$ cat config.mk
export PLATFORM = sky130hd
export DESIGN_NAME = pcsc_ctrl
export DESIGN_NICKNAME = d
export VERILOG_FILES = /design/src/core/pcsc_pkg.sv /design/src/core/pcsc_sync_if.sv /design/src/core/pcsc_ctrl.sv /design/src/core/pcsc_sync.sv
export SDC_FILE = /design/constraint.sdc
export NUM_CORES = 1
export LEC_CHECK = 0
export BUFFER_PORTS_ARGS = -buffer_cell sky130_fd_sc_hd__buf_2
export CAP_MARGIN = 0
export CORE_MARGIN = 3
export CORE_UTILIZATION = 49
export DETAILED_ROUTE_END_ITERATION = 12
export PLACE_DENSITY = 0.83
export SETUP_SLACK_MARGIN = 0.02
export SLEW_MARGIN = 20
export SYNTH_ARGS = -nofsm -noshare
export SYNTH_HDL_FRONTEND = slang
export SYNTH_SLANG_ARGS = --single-unit
$ cat constraint.sdc
create_clock -name mclk_in -period 2 [get_ports mclk_in]
set_clock_uncertainty 0.05 [all_clocks]
set_input_delay 0.1 -clock mclk_in [delete_from_list [all_inputs] [get_ports mclk_in]]
set_output_delay 0.1 -clock mclk_in [all_outputs]
set_load 0.005 [all_outputs]
$ cat src/core/pcsc_pkg.sv
// Package for the card socket strobe controller: modes, states, timing counts.
// Assumes a single 125 MHz controller clock and no software registers.
`default_nettype none
package pcsc_pkg;
  localparam int unsigned PCSC_CLK_MHZ = 125;
  // Minimum strobe active time in ns and its cycle count, rounded up
  localparam int unsigned PCSC_STROBE_NS = 40;
  localparam int unsigned PCSC_STROBE_CYC = (PCSC_STROBE_NS * PCSC_CLK_MHZ + 999) / 1000;
  // Setup and hold around the strobe, in cycles
  localparam int unsigned PCSC_SETUP_CYC = 1;
  localparam int unsigned PCSC_HOLD_CYC = 1;
  localparam int unsigned PCSC_CNT_W = 8;
  localparam logic [PCSC_CNT_W-1:0] PCSC_STROBE_CNT = PCSC_CNT_W'(PCSC_STROBE_CYC);
  localparam logic [PCSC_CNT_W-1:0] PCSC_SETUP_CNT = PCSC_CNT_W'(PCSC_SETUP_CYC);
  localparam logic [PCSC_CNT_W-1:0] PCSC_HOLD_CNT = PCSC_CNT_W'(PCSC_HOLD_CYC);
  // Access space codes
  typedef enum logic [1:0] {
    PCSC_SP_COMMON = 2'h0,
    PCSC_SP_ATTR = 2'h1,
    PCSC_SP_IO = 2'h2,
    PCSC_SP_VLIO = 2'h3
  } pcsc_space_t;
  typedef enum logic [3:0] {
    PCSC_ST_IDLE = 4'h1,
    PCSC_ST_SETUP = 4'h2,
    PCSC_ST_STROBE = 4'h4,
    PCSC_ST_HOLD = 4'h8
  } pcsc_state_t;
endpackage
`default_nettype wire

$ cat src/core/pcsc_sync_if.sv
// Interface carrying the synchronised card inputs into the controller.
// Assumes both ends sit on the controller clock.
`default_nettype none
interface pcsc_sync_if;
  logic wait_n;
  logic io_width_ack_n;
  modport src (output wait_n, output io_width_ack_n);
  modport dst (input wait_n, input io_width_ack_n);
endinterface
`default_nettype wire

$ cat src/core/pcsc_ctrl.sv
// Card socket strobe controller: drives the card control strobes for one access.
// Assumes a requester on mclk_in that raises its request for one cycle and holds the access fields until done_out pulses.
`default_nettype none
// Summary of operation
// - Output enable strobes reads of common memory and attribute space.
// - Write enable strobes writes to common memory and attribute space.
// - Write enable also strobes variable-latency I/O writes.
// - A separate I/O write strobe serves every card I/O write except variable-latency I/O writes.
// - A separate I/O read strobe serves every card I/O read except variable-latency I/O reads, which use output enable.
// - Two lane enables: upper one high byte, lower one low byte.
// - Card holds wait low to stretch; the strobe stays active meanwhile.
// - Socket select low picks socket zero, high socket one, loaded with address and held after the access.
// - Register select asserted with address for attribute-space memory accesses.
////////////////////////////////////////////////////////////////////////////////
module pcsc_ctrl (
  input wire logic mclk_in,
  input wire logic nrst_in,
  input wire logic req_in,
  input wire logic req_write_in,
  input wire pcsc_pkg::pcsc_space_t req_space_in,
  input wire logic req_socket_in,
  input wire logic [1:0] req_lanes_in,
  input wire logic card_wait_n_in,
  input wire logic card_io_width_ack_n_in,
  output logic busy_out,
  output logic done_out,
  output logic io_is_16_out,
  output logic card_mem_read_strobe_n_out,
  output logic card_mem_write_strobe_n_out,
  output logic card_io_read_strobe_n_out,
  output logic card_io_write_strobe_n_out,
  output logic [1:0] card_lane_enable_n_out,
  output logic socket_select_out,
  output logic attribute_space_select_n_out
);
  import pcsc_pkg::*;

  pcsc_sync_if sync_bus ();

  pcsc_sync u_sync (
    .mclk_in(mclk_in),
    .nrst_in(nrst_in),
    .card_wait_n_in(card_wait_n_in),
    .card_io_width_ack_n_in(card_io_width_ack_n_in),
    .sync(sync_bus)
  );

  ////////////////////////////////////////////////////////////////////////////////
  // Access sequencer
  pcsc_state_t state_r;
  pcsc_state_t state_nxt;
  logic [PCSC_CNT_W-1:0] cnt_r;
  logic [PCSC_CNT_W-1:0] cnt_nxt;
  logic write_r;
  logic write_nxt;
  pcsc_space_t space_r;
  pcsc_space_t space_nxt;
  logic done_r;
  logic done_nxt;

  always_comb begin
    state_nxt = state_r;
    cnt_nxt = cnt_r;
    write_nxt = write_r;
    space_nxt = space_r;
    done_nxt = 1'b0;
    case (state_r)
      PCSC_ST_IDLE: begin
        if (req_in) begin
          write_nxt = req_write_in;
          space_nxt = req_space_in;
          cnt_nxt = PCSC_SETUP_CNT;
          state_nxt = PCSC_ST_SETUP;
        end
      end
      PCSC_ST_SETUP: begin
        if (cnt_r > PCSC_CNT_W'(1)) begin
          cnt_nxt = cnt_r - PCSC_CNT_W'(1);
        end else begin
          cnt_nxt = PCSC_STROBE_CNT;
          state_nxt = PCSC_ST_STROBE;
        end
      end
      PCSC_ST_STROBE: begin
        if (cnt_r > PCSC_CNT_W'(1)) begin
          cnt_nxt = cnt_r - PCSC_CNT_W'(1);
        end else if (sync_bus.wait_n) begin
          cnt_nxt = PCSC_HOLD_CNT;
          state_nxt = PCSC_ST_HOLD;
        end
      end
      PCSC_ST_HOLD: begin
        if (cnt_r > PCSC_CNT_W'(1)) begin
          cnt_nxt = cnt_r - PCSC_CNT_W'(1);
        end else begin
          done_nxt = 1'b1;
          state_nxt = PCSC_ST_IDLE;
        end
      end
      default: begin
        state_nxt = PCSC_ST_IDLE;
      end
    endcase
  end

  always_ff @(posedge mclk_in or negedge nrst_in) begin
    if (!nrst_in) begin
      state_r <= PCSC_ST_IDLE;
      cnt_r <= '0;
      write_r <= 1'b0;
      space_r <= PCSC_SP_COMMON;
      done_r <= 1'b0;
    end else begin
      state_r <= state_nxt;
      cnt_r <= cnt_nxt;
      write_r <= write_nxt;
      space_r <= space_nxt;
      done_r <= done_nxt;
    end
  end

  ////////////////////////////////////////////////////////////////////////////////
  // Pin drivers, registered so the card sees clean edges
  logic mem_rd_n_r;
  logic mem_rd_n_nxt;
  logic mem_wr_n_r;
  logic mem_wr_n_nxt;
  logic io_rd_n_r;
  logic io_rd_n_nxt;
  logic io_wr_n_r;
  logic io_wr_n_nxt;
  logic [1:0] lane_n_r;
  logic [1:0] lane_n_nxt;
  logic sock_r;
  logic sock_nxt;
  logic attr_n_r;
  logic attr_n_nxt;
  logic wide_r;
  logic wide_nxt;
  logic strobe_on;
  logic addr_phase;

  always_comb begin
    strobe_on = (state_nxt == PCSC_ST_STROBE);
    addr_phase = (state_nxt != PCSC_ST_IDLE);
    // Only one case item can match, so only one strobe goes low
    mem_rd_n_nxt = 1'b1;
    mem_wr_n_nxt = 1'b1;
    io_rd_n_nxt = 1'b1;
    io_wr_n_nxt = 1'b1;
    if (strobe_on) begin
      case (space_nxt)
        PCSC_SP_COMMON, PCSC_SP_ATTR: begin
          mem_rd_n_nxt = write_nxt;
          mem_wr_n_nxt = !write_nxt;
        end
        PCSC_SP_VLIO: begin
          // Variable latency I/O reads use the memory output enable too
          mem_rd_n_nxt = write_nxt;
          mem_wr_n_nxt = !write_nxt;
        end
        PCSC_SP_IO: begin
          io_rd_n_nxt = write_nxt;
          io_wr_n_nxt = !write_nxt;
        end
        default: begin
          mem_rd_n_nxt = 1'b1;
        end
      endcase
    end
    // Lanes and register select follow the address phase; socket select loads at request and holds after it
    lane_n_nxt = addr_phase ? ~req_lanes_latched(state_r, req_lanes_in, lane_n_r) : 2'h3;
    sock_nxt = (state_r == PCSC_ST_IDLE && req_in) ? req_socket_in : sock_r;
    attr_n_nxt = !(addr_phase && space_nxt == PCSC_SP_ATTR);
    // Width acknowledge sampled while an I/O strobe is active
    wide_nxt = wide_r;
    if (state_r == PCSC_ST_STROBE && space_r == PCSC_SP_IO) begin
      wide_nxt = !sync_bus.io_width_ack_n;
    end
  end

  // Lane choice is captured at request and held through the access
  function automatic logic [1:0] req_lanes_latched(
    input pcsc_state_t st,
    input logic [1:0] lanes,
    input logic [1:0] held_n
  );
    req_lanes_latched = (st == PCSC_ST_IDLE) ? lanes : ~held_n;
  endfunction

  always_ff @(posedge mclk_in or negedge nrst_in) begin
    if (!nrst_in) begin
      mem_rd_n_r <= 1'b1;
      mem_wr_n_r <= 1'b1;
      io_rd_n_r <= 1'b1;
      io_wr_n_r <= 1'b1;
      lane_n_r <= 2'h3;
      sock_r <= 1'b0;
      attr_n_r <= 1'b1;
      wide_r <= 1'b0;
    end else begin
      mem_rd_n_r <= mem_rd_n_nxt;
      mem_wr_n_r <= mem_wr_n_nxt;
      io_rd_n_r <= io_rd_n_nxt;
      io_wr_n_r <= io_wr_n_nxt;
      lane_n_r <= lane_n_nxt;
      sock_r <= sock_nxt;
      attr_n_r <= attr_n_nxt;
      wide_r <= wide_nxt;
    end
  end

  assign busy_out = (state_r != PCSC_ST_IDLE);
  assign done_out = done_r;
  assign io_is_16_out = wide_r;
  assign card_mem_read_strobe_n_out = mem_rd_n_r;
  assign card_mem_write_strobe_n_out = mem_wr_n_r;
  assign card_io_read_strobe_n_out = io_rd_n_r;
  assign card_io_write_strobe_n_out = io_wr_n_r;
  assign card_lane_enable_n_out = lane_n_r;
  assign socket_select_out = sock_r;
  assign attribute_space_select_n_out = attr_n_r;
endmodule
`default_nettype wire

$ cat src/core/pcsc_sync.sv
// Two-flop synchroniser for the card's wait and width acknowledge pins.
// Assumes the pins are asynchronous to mclk_in.
`default_nettype none
module pcsc_sync (
  input wire logic mclk_in,
  input wire logic nrst_in,
  input wire logic card_wait_n_in,
  input wire logic card_io_width_ack_n_in,
  pcsc_sync_if.src sync
);
  logic [1:0] meta_r;
  logic [1:0] meta_nxt;
  logic [1:0] stab_r;
  logic [1:0] stab_nxt;

  always_comb begin
    meta_nxt = {card_io_width_ack_n_in, card_wait_n_in};
    stab_nxt = meta_r;
  end

  // Idle level is high so a quiet pin never stalls a transfer
  always_ff @(posedge mclk_in or negedge nrst_in) begin
    if (!nrst_in) begin
      meta_r <= 2'h3;
      stab_r <= 2'h3;
    end else begin
      meta_r <= meta_nxt;
      stab_r <= stab_nxt;
    end
  end

  assign sync.wait_n = stab_r[0];
  assign sync.io_width_ack_n = stab_r[1];
endmodule
`default_nettype wire

# ---- After elaboration in Yosys (flattened, before gate mapping)
# Index checks and enable logic that the tools add are counted.
dict set report classes {
  n_reduce_logical 10
  n_mux 28
  n_lt_le_gt_ge 1
  addsub 1
  bitwise_logic 2
  eq_ne 14
}
# op count
set ops {}
lappend ops {{8-bit 2-to-1 mux} 5}
lappend ops {{8-bit one-hot mux with 4 select lines} 1}
lappend ops {{4-bit 2-to-1 mux} 5}
lappend ops {{4-bit one-hot mux with 4 select lines} 1}
lappend ops {{1-bit 2-to-1 mux} 12}
lappend ops {{4-bit by 3-bit == test with 1-bit output (second input constant)} 2}
lappend ops {{8-bit by 1-bit > comparator with 1-bit output (second input constant)} 1}
lappend ops {{2-bit 2-to-1 mux} 4}
lappend ops {{4-bit by 1-bit != test with 1-bit output (second input constant)} 2}
lappend ops {{8-bit by 1-bit subtractor with 8-bit output (second input constant)} 1}
lappend ops {{2-bit == test (second input constant)} 3}
lappend ops {{4-bit by 1-bit == test with 1-bit output (second input constant)} 1}
lappend ops {{4-bit by 2-bit == test with 1-bit output (second input constant)} 1}
lappend ops {{4-bit == test (second input constant)} 1}
lappend ops {{2-bit != test (second input constant)} 2}
lappend ops {{2-bit NOT} 2}
lappend ops {{4-bit AND reduction} 1}
lappend ops {{4-bit nonzero test} 1}
lappend ops {{1-bit logical AND} 3}
lappend ops {{1-bit zero test} 3}
lappend ops {{3-bit by 2-bit != test with 1-bit output (second input constant)} 1}
lappend ops {{3-bit OR reduction} 1}
lappend ops {{2-bit by 1-bit == test with 1-bit output (second input constant)} 1}
lappend ops {{2-bit zero test} 1}
dict set report totals {
  in_bits 11
  word_cells 71
  register_bits 29
  out_inout_bits 11
}

# ---- Logic depth before layout (Yosys ltp)
# Gate-level depths: netlist of the first run.
dict set report depth {
  ltp_word 6
  ltp_mapped 7
  mapped_depth_nobuf 7
}

# ---- Hierarchy
# From an unflattened synthesis of the first run, not the netlist that was laid out.
dict set report unflattened {
  hier_cells 128
  area_unflattened_um2 1377.6
}
# module cells_each instances area_each_um2 seq_area_each_um2
set by_module_without_submodules {}
lappend by_module_without_submodules {pcsc_ctrl 124 1 1272.5 635.6}
lappend by_module_without_submodules {pcsc_sync 4 1 105.1 105.1}

# ---- Worst setup path before layout of the first run
# No wires, ideal clock.
dict set report synth_path {
  path_type {reg-to-reg}
  from {reg cnt_r[2]}
  to {reg cnt_r[4]}
  required_ps 1828
  stages_incl_launch_ff 6
  slack_ps 11
  period_less_slack_ps 1989
  arrival_ps 1818
  setup_time_ps 122
  n_path_buf 0
  cell_sequence {dfrtp_1 or3_4 nor4_4 a31oi_4 nor2b_4 a32o_1}
}
dict set report synth_between {
  elab_chain_cells 3
  elab_cells_between_ends 9
  classes_between {add/sub (1); order compare (1); eq/ne (2); mux (4); reduce/logical (1)}
}
# item line_no
set synth_lines {}
lappend synth_lines {{start: declaration} pcsc_ctrl.sv:52} ;# logic [PCSC_CNT_W-1:0] cnt_r;
lappend synth_lines {{start signal: assignment} pcsc_ctrl.sv:115} ;# cnt_r <= cnt_nxt;
lappend synth_lines {{8-bit by 1-bit subtractor with 8-bit output or 8-bit by 1-bit > comparator with 1-bit output (tied branches)} --}
lappend synth_lines {{8-bit 2-to-1 mux, or another cell as far along} pcsc_ctrl.sv:93} ;# if (cnt_r > PCSC_CNT_W'(1)) begin
lappend synth_lines {{8-bit one-hot mux with 4 select lines or 4-bit AND reduction (tied branches)} --}
# Several ways; a longest one is shown, not always the timed one. The select of a mux whose other input is x is not followed.
# A chain may end at the register's enable or synchronous reset.

# ---- Final worst setup path of the first run
dict set report layout_path {
  from {reg state_r[2]}
  to {reg cnt_r[5]}
}
dict set report layout_between {
  elab_chain_cells 3
  elab_cells_between_ends 10
  classes_between {eq/ne (7); mux (1); reduce/logical (2)}
}
# item line_no
set layout_lines {}
lappend layout_lines {{start: declaration} pcsc_ctrl.sv:50} ;# pcsc_state_t state_r;
lappend layout_lines {{start signal: assignment} pcsc_ctrl.sv:114} ;# state_r <= state_nxt;
lappend layout_lines {{4-bit by 3-bit == test with 1-bit output, or another cell as far along} pcsc_ctrl.sv:67} ;# case (state_r)
lappend layout_lines {{3-bit by 2-bit != test with 1-bit output (no source line), or another cell as far along} --}
lappend layout_lines {{4-bit AND reduction (no source line)} --}
# Several ways; a longest one is shown, not always the timed one.

==> out/results.txt, run 1 <==
The run finished with clean final reports. The worst setup path is of the reg2reg kind. For the synthesis warning total, the log shows 0. Dividing the detail-routed wire length by the instance count gives 15.65 um. The tools report the total instance count after detailed placement as 185. By instance count, the leading cell after synthesis is sky130_fd_sc_hd__dfrtp_1. The share of Yosys cell area claimed by the top area cell type is 0.3108. The initial standard-cell utilization of the core is 0.5331, and the first-pass GRT wire length is 5175 um. The sequential fraction of the synthesis area is 0.5411, and the number of distinct standard cells referenced by the synthesized netlist is 34. In the final layout, flip-flops and latches occupy 740.7 um^2. Mean area per synthesized cell: 11.41 um^2.

The cell sitting at the root of the clock tree is a sky130_fd_sc_hd__clkbuf_4. The number of routed nets with antenna violations was 0. Hold timing on the final database bottoms out at a slack of 264.9 ps. For this design the static power due to leakage is 0.8199 nW. Cell internal power was estimated by the tool at 0.001399 W. The post-layout minimum cycle time came out at 1921 ps.

The data arrival time at the worst-slack endpoint was 2130 ps. Utilization after layout: 0.7096. The congestion estimate from routability-driven global placement came to 0.9490.

For this run, the leading register cell type out of synthesis is sky130_fd_sc_hd__dfrtp_1. TritonCTS built the clock tree. Clock tree synthesis inserted a total of 5 buffers. The switching share of total power is 0.3789, and the number of top-level design ports is 22. Measured along the x axis, the die boundary spans 58.86 um. The share of async-settable or async-resettable flops after synthesis was 1.000; the cell area after technology mapping was 1369 um^2. Clock slew seen by the registers of the worst setup and hold paths: 100 ps.

In this run the power density over the cells is 1236 nW/um^2. The count of buffers added on input and output ports is 21. For the count of standard-cell rows, the log shows 18. Walking the worst path, the cells encountered are nor4b_2 > buf_4 > nor2_1 > o21a_4 > nor2b_4 > a32o_2. The H-tree was split into 2 levels. Detailed placement ended at an HPWL of 2206 um.

The first TritonRoute pass finished after 4 iterations. Based on the critical path, the design can be clocked at up to 520.5 MHz. After synthesis, the cell types taking the most area are sky130_fd_sc_hd__dfrtp_1 (31%), sky130_fd_sc_hd__dfstp_2 (23%), sky130_fd_sc_hd__mux2_2 (4.1%). The count of cells in the finished layout, fillers not included, comes to 206. The maximum count of clock buffers along a single path is 2. The endpoint identified for the worst register-to-register timing path is cnt_r[5]. The logs give 0 for the total setup violations reported at the end of the flow and 133 for the post-synth net total.

The source-to-sink clock delay at the later pin of the worst-skew pair came out at 320 ps. Entering global routing, the biggest net connects 30 pins. The leading area contributor after synthesis is sky130_fd_sc_hd__dfrtp_1. The count of pins over their slew limit came out at 0. Measured along the y axis, the die boundary spans 58.86 um. The floorplan step defined a die boundary enclosing 3464 um^2.

The highest cell delay on the worst timing path is 480 ps, and the number of hold violations in the final report is 0. The number of synthesized flops with an enable pin was 0; the share of total power in sequential cells was 0.368. The tools report the overall via count from detail_route as 1137.

The pin slew with the least headroom to its limit works out to 614.3 ps. The gate count after technology mapping came out at 120. Summing internal, switching and leakage power gives 0.002252 W. The synthesized design contains 29 register bits.

The share of power burned in combinational logic is 0.482, and the post-detailed-routing wire length is 3224 um. For this run, the post-layout net count is 188. In this run the register-to-register setup slack is 80 ps. After detailed routing, the number of remaining DRC violations is 0.

The routed via count divided by cell count works out to 5.519. In this run the worst hold path is classified as in2async. The number of filler instances in the final layout came out at 187. The logs give 0.150 for the clock network power share and 29 for the clock sink total.

For this design the total switching power over the nets is 0.0008531 W. Along the worst path, the maximum fanout reaches 7. The total congestion overflow was 0; the via count of the first global-routing pass was 1129. In the synthesized netlist, the cells that appear most often are sky130_fd_sc_hd__dfrtp_1 (17), sky130_fd_sc_hd__nand2_1 (14), sky130_fd_sc_hd__dfstp_2 (12), sky130_fd_sc_hd__o21ai_0 (11), sky130_fd_sc_hd__nor2_1 (9). The final period utilization is 0.9606, and the number of diodes is 0. The total routing usage reported by global routing is 0.2022, and the tightest slew margin relative to the limit is 0.5905.

Critical register-to-register path startpoint: state_r[2]. The tools report the type of element launching the critical path as a flop. The highest ir drop seen on vdd is 0.0009020 V, and the required arrival time at the worst endpoint is 2210 ps. The number of antenna violations at the first check in global routing was 0. The share of final-layout standard cells stronger than drive strength 1 came out at 0.4489.

Setup repair after global routing could not meet its margin everywhere. Critical-path cell with the highest stage delay: sky130_fd_sc_hd__dfrtp_1. The multi-input combinational cells in the finished layout cover a total of 644.4 um^2. The detailed router's first-iteration violation count came out at 45. Measured in cells, the most critical reg-to-reg path has a length of 6. The worst setup path is captured at a flop. The layout overhead on the synthesized area is 33.09%, and the max capacitance violation total is 0.

The core region is 2567 um^2.
## placed cells by master, fill, tap and decap left out, types with 2 or more instances in the layout
cell type                       count
sky130_fd_sc_hd__buf_2             21
sky130_fd_sc_hd__dfrtp_1           17
sky130_fd_sc_hd__buf_4             16
sky130_fd_sc_hd__nand2_1           14
sky130_fd_sc_hd__dfstp_2           12
sky130_fd_sc_hd__o21ai_0           11
sky130_fd_sc_hd__dlygate4sd3_1     10
sky130_fd_sc_hd__nor2_1             9
sky130_fd_sc_hd__mux2_2             5
sky130_fd_sc_hd__clkbuf_4           5
sky130_fd_sc_hd__inv_1              4
sky130_fd_sc_hd__nor2b_1            4
sky130_fd_sc_hd__a21oi_1            4
sky130_fd_sc_hd__o211ai_1           3
sky130_fd_sc_hd__nor3_1             3
sky130_fd_sc_hd__a22o_2             3
sky130_fd_sc_hd__nor4b_1            2
sky130_fd_sc_hd__nor4_1             2
sky130_fd_sc_hd__nand2b_1           2
sky130_fd_sc_hd__and2_1             2
sky130_fd_sc_hd__clkinv_2           2
## per-stage QoR
stage / setup WS (ps) / setup TNS [ps] / instance area (um^2)
after CTS: 48.73 / 0 / 1784
after floorplan: 28.56 / 0 / 1371
final: 78.74 / 0 / 1822
after global placement: 74.64 / 0 / 1619
after detailed placement: 1.623 / 0 / 1619
after global routing: -33.66 / -55.68 / 1822
## sequential cells by signal, summed over array words and instances (netlist names), 2 cells and up
signal                  flops
card_lane_enable_n_out      2
cnt_r                       8
space_r                     2
state_r                     4
u_sync.meta_r               2
u_sync.stab_r               2
## critical path: cells and delay by family, from the launching register on
family / cells / cell delay, ps
AND/OR/NAND/NOR: 3 / 680
flip-flops: 1 / 480
AO/OA/AOI/OAI: 2 / 440
buffers and inverters: 1 / 210
## worst max-delay path by stage
stage | endpoint | cells after the start | from | slack, ps
after global routing | cnt_r[4] | 6 | state_r[2] | -30
after global placement | cnt_r[5] | 6 | state_r[0] | 70
after floorplan | cnt_r[4] | 7 | cnt_r[0] | 30
after CTS | cnt_r[3] | 6 | cnt_r[4] | 50
after detailed placement | cnt_r[5] | 6 | state_r[0] | 2
final | cnt_r[5] | 6 | state_r[2] | 80
## timing repair
item	CTS	global route
setup endpoints to repair	5	8
gates cloned	1	0
hold endpoints to repair	25	1
pin swaps	1	4
buffers inserted	1	2
hold buffers	9	1
resized for setup	0	5
## routing by layer
metal,GRT usage,vias up,wire (um)
li1,-,551,-
met1,0.2638,544,1395
met2,0.3155,32,1582
met3,0.04825,10,131
met4,0.09709,0,115
met5,0,-,0
## final cells by class
type	count	share of cell area
tap	30	0.02060
inverter	5	0.01030
clock inverter	3	0.009615
timing repair buffer	47	0.1786
multi-input combinational	87	0.3537
clock buffer	5	0.02060
sequential	29	0.4066
## logic make-up after synthesis
logic type | share of synthesized area
AO/OA/AOI/OAI | 0.1819
XOR/XNOR | 0.006400
adder cells (fa/ha/maj) | 0.01828
buffers and inverters | 0.01371
flip-flops | 0.5411
multiplexers | 0.04113
AND/OR/NAND/NOR | 0.1974
## power by group through the flow
| stage | Sequential, W | Combinational (W) | Clock [W] |
|---|---|---|---|
| floorplan | 0.000829 | 0.000580 | 0 |
| global placement | 0.000821 | 0.000916 | 0 |
| detailed placement | 0.000832 | 0.000957 | 0 |
| CTS | 0.000822 | 0.00102 | 0.000351 |
| global route | 0.000847 | 0.00118 | 0.000382 |
| finish | 0.000829 | 0.00108 | 0.000339 |
No activity file was read; power rests on OpenSTA's default activity.
==> run 2, diff against run 1 <==
CORE_UTILIZATION = 54   (was 49)
PLACE_DENSITY = 0.87   (was 0.83)
clock period = 1.8 ns   (was 2 ns; I/O delays follow)
==> out/results.txt, run 2 (synthesized netlist as in run 1, its figures left out) <==
The number of diodes was 0 (unchanged). In this run the worst hold path is classified as in2reg. The most critical setup path has its endpoint at card_lane_enable_n_out[0]. The largest registers in the layout are cnt_r (8), state_r (4). The power density over the cells was 1528 nW/um^2 (+24%); the layout overhead on the synthesized area was 50.82%. The tools report the critical path launch point as cnt_r[4]. Clock slew seen by the registers of the worst setup and hold paths: 90 ps (about the same). The detailed router's first-iteration violation count is 108 (+140%).

The die span in y works out to 56.35 um (-4.3%). The achievable clock frequency was 475.9 MHz (-8.6%). For the largest net degree at the start of global routing, the log shows 30 (unchanged). The first-pass GRT wire length came out at 6589 um (+27%).

The total congestion overflow is 0 (unchanged). The count of standard-cell rows is 17 (-1). The pin slew with the least headroom to its limit is 636.6 ps (+22.33 ps). The number of cell instances on the worst register-to-register path was 6 (unchanged); the share of final-layout standard cells stronger than drive strength 1 was 0.5767 (+0.1279). H-tree depth reported by CTS: 2 (unchanged). Routed via count divided by cell count: 6.498 (+18%). The run gives 0.5756 (-0.01488) as the tightest slew margin relative to the limit. The post-detailed-routing wire length is 5013 um (+55%), and the maximum count of clock buffers along a single path is 2 (unchanged). The floorplan die area came out at 3175 um^2 (-8.3%). The net count reported at finish came out at 202 (+7.4%). The number of routed nets with antenna violations was 0 (unchanged); the number of filler instances in the final layout was 88 (-53%). Along the worst hold path, the cell count comes to 2. The tools report the highest ir drop seen on vdd as 0.001209 V (+34%). The maximum fanout count along the critical path works out to 4 (-3). The clock root buffer master is sky130_fd_sc_hd__clkbuf_4. Most common library cell in the layout ignoring fill and taps: sky130_fd_sc_hd__buf_4. The sum of internal, switching and leakage power came out at 0.003154 W (+40%). The final period utilization was 1.167 (+0.2068); the worst hold-check slack was 49.93 ps (-215.0 ps). The run gives 4 (unchanged) as the first-pass iteration count of the detailed router. The category of the most critical setup path was reg2reg. The run finished, with violations left.

Setup repair after global routing could not meet its margin everywhere. In this run the critical register-to-register path is launched from cnt_r[4]. The number of clock buffers inserted by TritonCTS was 5 (unchanged).

The number of hold violations in the final report was 0 (unchanged). The max capacitance violation total was 0 (unchanged); the source-to-sink clock delay at the later pin of the worst-skew pair was 330 ps (about the same). The clock sink total came out at 29 (unchanged).

The post-detailed-placement half-perimeter wirelength came out at 2455 um (+11%). The post-layout minimum cycle time was 2101 ps (+180.1 ps); the number of antenna violations at the first check in global routing was 0 (unchanged). For the required arrival time at the worst endpoint, the log shows 2000 ps (-210 ps). The total setup violations reported at the end of the flow is 21 (+21), and the number of top-level design ports is 22 (unchanged).

In this run the critical register-to-register path is captured at card_lane_enable_n_out[0]. The run gives 1410 (+24%) as the overall via count from detail_route. The aggregate negative setup slack is -3645 ps (-3645 ps), and the count of port buffers added during placement is 21 (unchanged). The register bank with the most flops is cnt_r. The overall die width works out to 56.35 um (-4.3%). For the last weighted congestion value of the routability-driven placer, the log shows 0.8797 (-7.3%).

Initial standard-cell utilization of the core: 0.5959 (+0.06272). The final reports fail on negative setup slack. The data arrival time at the worst-slack endpoint is 2300 ps (+170 ps), and the pre-CTS setup slack is -159.0 ps (-160.6 ps). Count of pins over their slew limit: 0 (unchanged). The tools report the setup slack of the most critical reg-to-reg path as -300 ps (-380 ps). The routed length per instance came out at 23.10 um (+48%). The worst setup path is launched from a flop. The leakage power was 0.9291 nW (+13%); the total core area was 2297 um^2 (-11%). The worst setup path is captured at a flop. Flip-flop count of the largest register, all copies and words added: 8 (unchanged). TritonCTS built the clock tree. The via count of the first global-routing pass is 1386 (+23%), and the final routed DRC violation total is 0 (unchanged). The top cell types in the final layout, fill and taps aside, are sky130_fd_sc_hd__buf_4 (27), sky130_fd_sc_hd__buf_2 (20), sky130_fd_sc_hd__dfrtp_1 (15). The final standard cell count with taps included and fillers excluded is 217 (+5.3%). The final worst slack came out at -301.4 ps (-380.1 ps). The total instance count after detailed placement was 192 (+3.8%); the total routing usage reported by global routing was 0.2823 (+0.08010).
==> run 2: changes by cell type in the layout (fill, tap and decap cells not counted), sizes merged <==
| cell | previous run | this run |
|---|---|---|
| clkinv | 2 | 1 |
| dlygate4sd3 | 10 | 9 |
| clkbuf | 5 | 6 |
| clkinvlp | 1 | 0 |
| buf | 37 | 52 |
==> run 2: stage by stage <==
stage            util  instance area [um^2]
6_report       0.8987                  2064
5_1_grt        0.8987                  2064
4_1_cts        0.8404                  1931
3_5_place_dp   0.7391                  1698
3_3_place_gp   0.7391                  1698
2_1_floorplan       -                  1385
==> run 2: critical path, cell delays in order (launching register included) <==
cell and delay (ps):
sky130_fd_sc_hd__dfrtp_1 400, sky130_fd_sc_hd__buf_4 160, sky130_fd_sc_hd__nor4_1 490, sky130_fd_sc_hd__o211ai_1 340, sky130_fd_sc_hd__nor2_1 280, sky130_fd_sc_hd__nor2_1 150, sky130_fd_sc_hd__o211ai_1 150
==> run 2: area by class of cell <==
cell class,instances,area [um^2],area share
tap,28,35.03,0.01697
timing repair buffer,61,449.2,0.2176
inverter,5,23.77,0.01152
clock inverter,1,5.005,0.002424
multi-input combinational,87,767.0,0.3715
clock buffer,6,41.29,0.02000
sequential,29,743.2,0.3600
==> run 2: where the power goes <==
part | internal (W) | switching, W
Clock | 0.000143 | 0.000217
Sequential | 0.000820 | 0.000120
Combinational | 0.000916 | 0.000938
==> run 2: timing repair <==
| item | 4_1_cts | 5_1_grt |
|---|---|---|
| setup endpoints to repair | 14 | 19 |
| hold buffers | 8 | 1 |
| pin swaps | 11 | 9 |
| gates cloned | 1 | 0 |
| buffers inserted | 5 | 3 |
| hold endpoints to repair | 24 | 1 |
| resized for setup | 17 | 24 |
==> run 2: worst min-delay path by stage <==
stage / slack, ps / endpoint / startpoint
3_3_place_gp: 70 / space_r[1] / nrst_in
5_1_grt: 70 / state_r[1] / req_in
3_5_place_dp: 90 / space_r[0] / nrst_in
4_1_cts: 5 / write_r / req_write_in
2_1_floorplan: -260 / cnt_r[0] / nrst_in
6_report: 50 / state_r[1] / req_in
==> run 2: per-layer routing <==
layer  vias to the layer above  global-route usage  wire length, um  share of wire
li1                        577                   -                -              -
met1                       688              0.2957             1727           0.34
met2                       107              0.5025             2586           0.52
met3                        38             0.08276              398          0.079
met4                         0              0.1525              300          0.060
met5                         -                   0                0              0
